File: src/logic/pst_pkg.sv
// Package for the PWM shutdown and time base block.
// Assumes byte registers on a plain address/strobe port at 10 MHz.
package pst_pkg;
  // ****************************************************************
  // Register map
  // ****************************************************************
  localparam logic [3:0] ADDR_SD_LEVELS = 4'h0;
  localparam logic [3:0] ADDR_SD_SOURCES = 4'h1;
  localparam logic [3:0] ADDR_TB_LOW = 4'h2;
  localparam logic [3:0] ADDR_TB_HIGH = 4'h3;
  localparam logic [3:0] ADDR_PH_LOW = 4'h4;
  localparam logic [3:0] ADDR_SD_CONTROL = 4'h5;
  localparam logic [3:0] ADDR_IRQ_STATUS = 4'h6;
  localparam logic [3:0] ADDR_IRQ_MASK = 4'h7;
  // ****************************************************************
  // Field layouts and reset values
  // ****************************************************************
  localparam logic [7:0] LEVELS_FULL_MASK = 8'h3f;
  localparam logic [7:0] LEVELS_AB_MASK = 8'h03;
  localparam logic [7:0] SOURCES_MASK = 8'h9e;
  localparam int SRC_PIN_BIT = 7;
  localparam int SRC_CMP_LSB = 1;
  localparam int CTL_STATUS_BIT = 7;
  localparam int CTL_ENABLE_BIT = 6;
  localparam int CTL_RESTART_BIT = 5;
  localparam int CTL_OVERRIDE_BIT = 0;
  localparam logic [7:0] CONTROL_MASK = 8'he1;
  localparam int IRQ_SHUTDOWN_BIT = 0;
  localparam int IRQ_PHASE_BIT = 1;
  localparam logic [7:0] IRQ_MASK_BITS = 8'h03;
  localparam logic [15:0] TB_RESET = 16'h0100;
  localparam logic [7:0] PH_LOW_RESET = 8'h00;
  localparam logic [7:0] BYTE_ZERO = 8'h00;
endpackage : pst_pkg

File: src/logic/pst_shutdown_if.sv
// Interface carrying shutdown controls and status between the modules.
// Assumes one clock domain.
`timescale 1ns/1ps
`default_nettype none
interface pst_shutdown_if;
  logic [4:0] src_enable;
  logic [3:0] cmp_synced;
  logic pin_synced;
  logic enable;
  logic override;
  logic restart;
  logic sw_set;
  logic sw_clear;
  logic active;
  logic event_pulse;
  modport ctrl (output src_enable, cmp_synced, pin_synced, enable, override, restart, sw_set,
    sw_clear, input active, event_pulse);
  modport core (input src_enable, cmp_synced, pin_synced, enable, override, restart, sw_set,
    sw_clear, output active, event_pulse);
endinterface : pst_shutdown_if
`default_nettype wire

File: src/logic/pst_shutdown_core.sv
// Auto-shutdown state: source combining, latched status, restart.
// Assumes all inputs already synchronised to clk.
`timescale 1ns/1ps
`default_nettype none
module pst_shutdown_core (
  input wire logic clk,
  input wire logic reset,
  input wire logic clk_en,
  pst_shutdown_if.core sd
);
  logic any_source;
  logic latched_reg;
  logic prev_source_reg;

  // OR of every enabled source, pin bit is the top enable bit.
  assign any_source = |(sd.src_enable & {sd.pin_synced, sd.cmp_synced});

  // Latched shutdown; software set acts as hardware, restart clears once sources drop.
  always_ff @(posedge clk)
  begin
    if (reset)
    begin
      latched_reg <= 1'b0;
      prev_source_reg <= 1'b0;
    end
    else if (clk_en)
    begin
      prev_source_reg <= any_source & sd.enable;
      if ((sd.enable && any_source) || sd.sw_set)
        latched_reg <= 1'b1;
      else if (sd.sw_clear || sd.restart)
        latched_reg <= 1'b0;
    end
  end

  // Override forces the levels but raises no event.
  assign sd.active = latched_reg | (sd.enable & sd.override);
  assign sd.event_pulse = sd.enable & any_source & ~prev_source_reg;
endmodule : pst_shutdown_core
`default_nettype wire

File: src/logic/pst_timebase_regs.sv
// Top of the PWM shutdown, time base and phase low byte block.
// Assumes a byte register port, phase high byte and PWM drive from elsewhere.
// Behaviour
// - In shutdown each output A..F drives its level bit; bit0 A, bit5 F.
// - On the two-output instance, level bits for C..F are not implemented.
// - Unused level bits 7-6 and source bits 6-5, 0 read as zero.
// - Source bit 7 makes the external shutdown pin cause shutdown.
// - Source bits 1..4 enable shutdown from comparators 1..4.
// - Sixteen-bit time base counter, read/write, low byte is bits 7-0.
// - Counter high byte is bits 15-8 and resets to 0x01.
// - Sixteen-bit phase value; low byte register is read/write, resets zero.
// - Enabled shutdown with a source asserted forces levels and sets flag.
// - Enabled override forces levels without raising the shutdown flag.
// - Phase match makes a rising edge event when counter equals phase.
// - Phase bits 15-8 come from the outside phase high byte.
//
// Design decisions made here: the address map and the strobed register port.
`timescale 1ns/1ps
`default_nettype none
module pst_timebase_regs #(
  parameter bit TWO_OUTPUT_ONLY = 1'b0,
  parameter int OUTPUTS = 6
) (
  input wire logic clk,
  input wire logic reset,
  input wire logic clk_en,
  input wire logic [3:0] reg_addr,
  input wire logic [7:0] reg_wdata,
  input wire logic reg_write,
  input wire logic reg_read,
  output logic [7:0] reg_rdata,
  input wire logic external_shutdown_input,
  input wire logic [3:0] comparator_synced,
  input wire logic [7:0] phase_high_byte,
  input wire logic [OUTPUTS-1:0] pwm_drive,
  input wire logic phase_match_select,
  output logic [OUTPUTS-1:0] pwm_output,
  output logic [15:0] timebase_counter,
  output logic [15:0] phase_value,
  output logic shutdown_active,
  output logic rising_edge_event,
  output logic shutdown_irq_flag,
  output logic irq
);
  import pst_pkg::*;

  // ****************************************************************
  // Declarations
  // ****************************************************************
  pst_shutdown_if sd ();
  logic [7:0] levels_reg;
  logic [7:0] sources_reg;
  logic [7:0] control_reg;
  logic [7:0] ph_low_reg;
  logic [15:0] tb_reg;
  logic [7:0] irq_status_reg;
  logic [7:0] irq_mask_reg;
  logic pin_meta_reg;
  logic pin_sync_reg;
  logic [7:0] rdata_next;
  logic [7:0] level_mask;
  logic [15:0] phase_full;
  logic phase_hit;
  logic wr_ctl;

  // Masks away bits an instance or register does not implement.
  function automatic logic [7:0] keep(input logic [7:0] value, input logic [7:0] mask);
    keep = value & mask;
  endfunction : keep

  // Write strobe qualified by address.
  function automatic logic hit(input logic [3:0] addr, input logic [3:0] target, input logic wr);
    hit = wr && (addr == target);
  endfunction : hit

  assign level_mask = TWO_OUTPUT_ONLY ? LEVELS_AB_MASK : LEVELS_FULL_MASK;
  assign phase_full = {phase_high_byte, ph_low_reg};
  assign phase_hit = phase_match_select && (tb_reg == phase_full);
  assign wr_ctl = hit(reg_addr, ADDR_SD_CONTROL, reg_write);

  // ****************************************************************
  // Pin synchroniser
  // ****************************************************************
  // Two flops on the external shutdown pin.
  always_ff @(posedge clk)
  begin
    if (reset)
    begin
      pin_meta_reg <= 1'b0;
      pin_sync_reg <= 1'b0;
    end
    else if (clk_en)
    begin
      pin_meta_reg <= external_shutdown_input;
      pin_sync_reg <= pin_meta_reg;
    end
  end

  // ****************************************************************
  // Shutdown core connection
  // ****************************************************************
  // Drive the shared controls into the shutdown core.
  assign sd.src_enable = {sources_reg[SRC_PIN_BIT], sources_reg[SRC_CMP_LSB +: 4]};
  assign sd.cmp_synced = comparator_synced;
  assign sd.pin_synced = pin_sync_reg;
  assign sd.enable = control_reg[CTL_ENABLE_BIT];
  assign sd.override = control_reg[CTL_OVERRIDE_BIT];
  assign sd.restart = control_reg[CTL_RESTART_BIT];
  assign sd.sw_set = wr_ctl && reg_wdata[CTL_STATUS_BIT];
  assign sd.sw_clear = wr_ctl && !reg_wdata[CTL_STATUS_BIT];

  pst_shutdown_core u_core (
    .clk(clk),
    .reset(reset),
    .clk_en(clk_en),
    .sd(sd)
  );

  // ****************************************************************
  // Configuration registers
  // ****************************************************************
  // Level, source, control and mask registers.
  always_ff @(posedge clk)
  begin
    if (reset)
    begin
      levels_reg <= BYTE_ZERO;
      sources_reg <= BYTE_ZERO;
      control_reg <= BYTE_ZERO;
      irq_mask_reg <= BYTE_ZERO;
    end
    else if (clk_en)
    begin
      if (hit(reg_addr, ADDR_SD_LEVELS, reg_write))
        levels_reg <= keep(reg_wdata, level_mask);
      if (hit(reg_addr, ADDR_SD_SOURCES, reg_write))
        sources_reg <= keep(reg_wdata, SOURCES_MASK);
      if (wr_ctl)
        control_reg <= keep(reg_wdata, CONTROL_MASK);
      if (hit(reg_addr, ADDR_IRQ_MASK, reg_write))
        irq_mask_reg <= keep(reg_wdata, IRQ_MASK_BITS);
    end
  end

  // ****************************************************************
  // Time base and phase
  // ****************************************************************
  // Free-running counter with byte-wise software load.
  always_ff @(posedge clk)
  begin
    if (reset)
      tb_reg <= TB_RESET;
    else if (clk_en)
    begin
      if (hit(reg_addr, ADDR_TB_LOW, reg_write))
        tb_reg <= {tb_reg[15:8], reg_wdata};
      else if (hit(reg_addr, ADDR_TB_HIGH, reg_write))
        tb_reg <= {reg_wdata, tb_reg[7:0]};
      else
        tb_reg <= tb_reg + 16'h0001;
    end
  end

  // Phase low byte register.
  always_ff @(posedge clk)
  begin
    if (reset)
      ph_low_reg <= PH_LOW_RESET;
    else if (clk_en && hit(reg_addr, ADDR_PH_LOW, reg_write))
      ph_low_reg <= reg_wdata;
  end

  // ****************************************************************
  // Interrupt status
  // ****************************************************************
  // Sticky events; a read clears, but an event in that cycle wins.
  always_ff @(posedge clk)
  begin
    if (reset)
      irq_status_reg <= BYTE_ZERO;
    else if (clk_en)
    begin
      if (reg_read && reg_addr == ADDR_IRQ_STATUS)
        irq_status_reg <= BYTE_ZERO;
      if (sd.event_pulse)
        irq_status_reg[IRQ_SHUTDOWN_BIT] <= 1'b1;
      if (phase_hit)
        irq_status_reg[IRQ_PHASE_BIT] <= 1'b1;
    end
  end

  // ****************************************************************
  // Read mux
  // ****************************************************************
  // Selects the addressed register; unmapped addresses read zero.
  always_comb
  begin
    case (reg_addr)
      ADDR_SD_LEVELS: rdata_next = levels_reg;
      ADDR_SD_SOURCES: rdata_next = sources_reg;
      ADDR_TB_LOW: rdata_next = tb_reg[7:0];
      ADDR_TB_HIGH: rdata_next = tb_reg[15:8];
      ADDR_PH_LOW: rdata_next = ph_low_reg;
      ADDR_SD_CONTROL: rdata_next = {sd.active, control_reg[6:0]};
      ADDR_IRQ_STATUS: rdata_next = irq_status_reg;
      ADDR_IRQ_MASK: rdata_next = irq_mask_reg;
      default: rdata_next = BYTE_ZERO;
    endcase
  end

  // ****************************************************************
  // Registered outputs
  // ****************************************************************
  // Every output comes from a flop; pins take shutdown levels when active.
  always_ff @(posedge clk)
  begin
    if (reset)
    begin
      reg_rdata <= BYTE_ZERO;
      pwm_output <= '0;
      timebase_counter <= TB_RESET;
      phase_value <= 16'h0000;
      shutdown_active <= 1'b0;
      rising_edge_event <= 1'b0;
      shutdown_irq_flag <= 1'b0;
      irq <= 1'b0;
    end
    else if (clk_en)
    begin
      reg_rdata <= reg_read ? rdata_next : BYTE_ZERO;
      pwm_output <= sd.active ? levels_reg[OUTPUTS-1:0] : pwm_drive;
      timebase_counter <= tb_reg;
      phase_value <= phase_full;
      shutdown_active <= sd.active;
      rising_edge_event <= phase_hit;
      shutdown_irq_flag <= irq_status_reg[IRQ_SHUTDOWN_BIT];
      irq <= |(irq_status_reg & irq_mask_reg);
    end
  end
endmodule : pst_timebase_regs
`default_nettype wire

File: config.mk
export PLATFORM = sky130hd
export DESIGN_NAME = pst_timebase_regs
export DESIGN_NICKNAME = d
export VERILOG_FILES = /design/src/logic/pst_pkg.sv /design/src/logic/pst_shutdown_if.sv /design/src/logic/pst_shutdown_core.sv /design/src/logic/pst_timebase_regs.sv
export SDC_FILE = /design/constraint.sdc
export NUM_CORES = 1
export LEC_CHECK = 0
export BUFFER_PORTS_ARGS = -buffer_cell sky130_fd_sc_hd__buf_2
export CORE_MARGIN = 2
export CORE_UTILIZATION = 50
export DETAILED_ROUTE_END_ITERATION = 8
export PLACE_DENSITY = 0.73
export SLEW_MARGIN = 20
export SYNTH_ARGS = -nofsm -noshare
export SYNTH_HDL_FRONTEND = slang
export SYNTH_SLANG_ARGS = --single-unit
File: constraint.sdc
create_clock -name clk -period 2.15 [get_ports clk]
set_clock_uncertainty 0.1 [all_clocks]
set_input_delay 0.1075 -clock clk [delete_from_list [all_inputs] [get_ports clk]]
set_output_delay 0.1075 -clock clk [all_outputs]
set_load 0.03 [all_outputs]
==> run summary <==
Seq pwr share - 50.1%
Routed vias/inst - 5.921
Largest net degree at the start of global routing - 40
Final hold slack - 0.002402 ns
Cell variety after synth - 65
Seq cells post-synth - 96
Setup bufs post-CTS - 0
Fin crit period - 1.875 ns
Syn_area_per_cell - 9.132 um^2
Via count - 4,275
R2R Setup Slk - 0.28 ns
Row count - 35
RSZ-0062 raised after global routing - false
Sequential-to-total area share from yosys stat - 41.35%
Hold Violations, Final - 0
Internal Dissipation - 2.685 mW
Chip width - 100.4 um
Syn-to-layout area delta - 20.62%
Gr usage total - 27.48%
DR top layer - met4
Switching share of total power - 27.12%
CTS Buf Count - 9
Cell area after layout - 0.005607 mm^2
Chip height - 100.4 um
CTS tree - yes
Nets - 644
Crit. End Element - flop
Crit path launch - tb_reg[2]
Arrival time worst endpoint - 2.05 ns
Synth top area share - 41.35%
Total Wirelength - 13,640 um
Critical path class - flop to flop
Run status - finished clean
Share of cells above drive strength 1 - 23.24%
Initial DRC count - 302
Max-cap viol count - 0
Pre-Repair DR Iteration Count - 5
Initial antenna violation count - 0
Port bufs - 86
Clock tree root driver cell - clkbuf_8
DP Area - 0.005172 mm^2
CP endpoint - tb_reg[15]
TNS Setup - 0 ns
CP startpoint kind - flop
Post-synth top area cell - dfxtp_1
CP required - 2.32 ns
Core Box Area - 0.009109 mm^2
CTS Buffer Depth - 2
Worst Max-Slew Pin Slew - 0.7287 ns
Comb pwr share - 11.9%
Dpl hpwl - 9756 um
Drt wl/cell - 18.90 um
Vias in the first global route - 4,076
Final ANT Viol Nets - 0
Synth cell count leaders - 96 x dfxtp_1, 75 x nor2_1, 63 x mux2i_1, 28 x a21oi_1, 20 x buf_2
Post-Synthesis Cells - 509
Worst hold path class - input pin to flop
Met3 Wirelength - 853 um
Clock share of power - 38.1%
Max Clock Freq - 0.5334 GHz
Post-Syn Nets - 547
Top cells by area, synth - dfxtp_1 41%, mux2i_1 14%, nor2_1 6.1%, a21oi_1 3.0%, xor2_1 2.6%
Peak VDD IR - 0.4259 mV
Synth warn - 0
EDFF count, synth - 0
Reg2reg path depth - 4
First-pass GRT wire length - 21,510 um
Antenna Cells - 0
Crit-path max FO - 10
RePlAce Congestion - 0.9527
Htree depth - 3
Clk sinks - 96
Asr flop ratio synth - 0%
Sw Pwr - 0.9992 mW
DRC - 0
Met2 wire len - 6404 um
Commonest register cell after synthesis - dfxtp_1
Die area - 0.01008 mm^2
Max Slew Vio Count - 0
Reg2Reg Launch Point - tb_reg[2]
Slew HR - 51.42%
Routed length on met1 - 6077 um
P_leak - 2.511 nW
Setup Viol. Count Final - 0
Pwr dens - 657.1 mW/mm^2
FF-to-FF End - tb_reg[15]
Cts repair resizes - 0
Period utilization - 87.19%
IO Count - 87
Initial Util - 51.03%
Post-Synthesis Cell Area - 0.004648 mm^2
Most frequent cell after synthesis - dfxtp_1
Clk_lat worst skew - 0.37 ns
Overflow after GRT - 0
Clk slew on worst S/H paths - 0.10 ns
how the worst min path moves through the flow:
stage	start	end	slack, ns	cells after the start
finish	pwm_drive[5]	pwm_output[5]	0.002	3
global route	reg_wdata[4]	levels_reg[4]	0.02	3
CTS	reg_wdata[4]	ph_low_reg[4]	0.004	3
detailed placement	external_shutdown_input	pin_meta_reg	0.26	3
global placement	external_shutdown_input	pin_meta_reg	0.25	3
floorplan	reg_wdata[0]	control_reg[0]	0.14	2
stage by stage:
| stage | util (%) | power, mW | std cells | worst slack (ns) |
|---|---|---|---|---|
| floorplan | - | 2.137 | 509 | 0.5616 |
| global placement | 56.79 | 2.282 | 686 | 0.3629 |
| detailed placement | 56.79 | 2.287 | 686 | 0.3383 |
| CTS | 61.55 | 3.683 | 722 | 0.3178 |
| global route | 61.55 | 3.791 | 722 | 0.2218 |
| finish | 61.55 | 3.684 | 722 | 0.2754 |
critical path: stages, from the launching register on:
cell and delay, ns:
dfxtp_1 0.58, nand3_2 0.18, or4_4 0.57, o31a_1 0.24, o32ai_1 0.11
layout by cell type, fill, tap and decap left out, types with 4 or more instances in the layout:
master	count
dfxtp_1	96
buf_2	86
nor2_1	75
mux2i_1	63
a21oi_1	28
buf_4	21
dlygate4sd3_1	20
nand2_1	17
o21ai_0	16
xor2_1	14
inv_1	14
nand3_1	11
o32ai_1	10
clkbuf_8	10
nand4_1	9
a211oi_1	9
nor2b_1	8
nand2b_1	5
o31a_1	5
nor3_1	5
nor4_1	5
a22oi_1	5
and4_1	4
o22ai_1	4
o31ai_1	4
xnor2_1	4
a31oi_1	4
power by group through the flow:
stage	clock, mW	sequential [mW]	combinational (mW)
6_report	1.40	1.84	0.437
4_1_cts	1.41	1.84	0.431
3_3_place_gp	0	1.88	0.399
3_5_place_dp	0	1.88	0.402
5_1_grt	1.47	1.85	0.468
2_1_floorplan	0	1.92	0.216
cells by family (layout without fill, tap and decap cells):
| group | Yosys count | in the layout | share of synthesized area (%) |
|---|---|---|---|
| flops | 96 | 96 | 41.35 |
| fa+ha+maj | 1 | 1 | 0.2691 |
| mux | 69 | 69 | 16.07 |
| compound gates | 105 | 105 | 15.48 |
| buf+inv | 57 | 159 | 5.653 |
| xor+xnor | 18 | 18 | 3.392 |
| simple gates | 163 | 163 | 17.79 |
repair_timing:
item	4_1_cts	5_1_grt
setup endpoints to repair	0	0
hold buffers	20	0
endpoints found under the hold margin	23	0
metal layers:
| metal | vias up | track usage (%) |
|---|---|---|
| met4 | 0 | 9.378 |
| met3 | 30 | 3.343 |
| met2 | 203 | 46.10 |
| met5 | - | 0 |
| li1 | 2029 | - |
| met1 | 2013 | 36.66 |
area by class of cell:
cell class | count | area, um^2
fill | 796 | 3502
timing repair buffer | 127 | 788.3
multi-input combinational | 356 | 2464
clock inverter | 6 | 96.34
sequential | 96 | 1922
clock buffer | 10 | 137.6
inverter | 16 | 60.06
tap | 111 | 138.9
(Power assumes the default switching activity.)
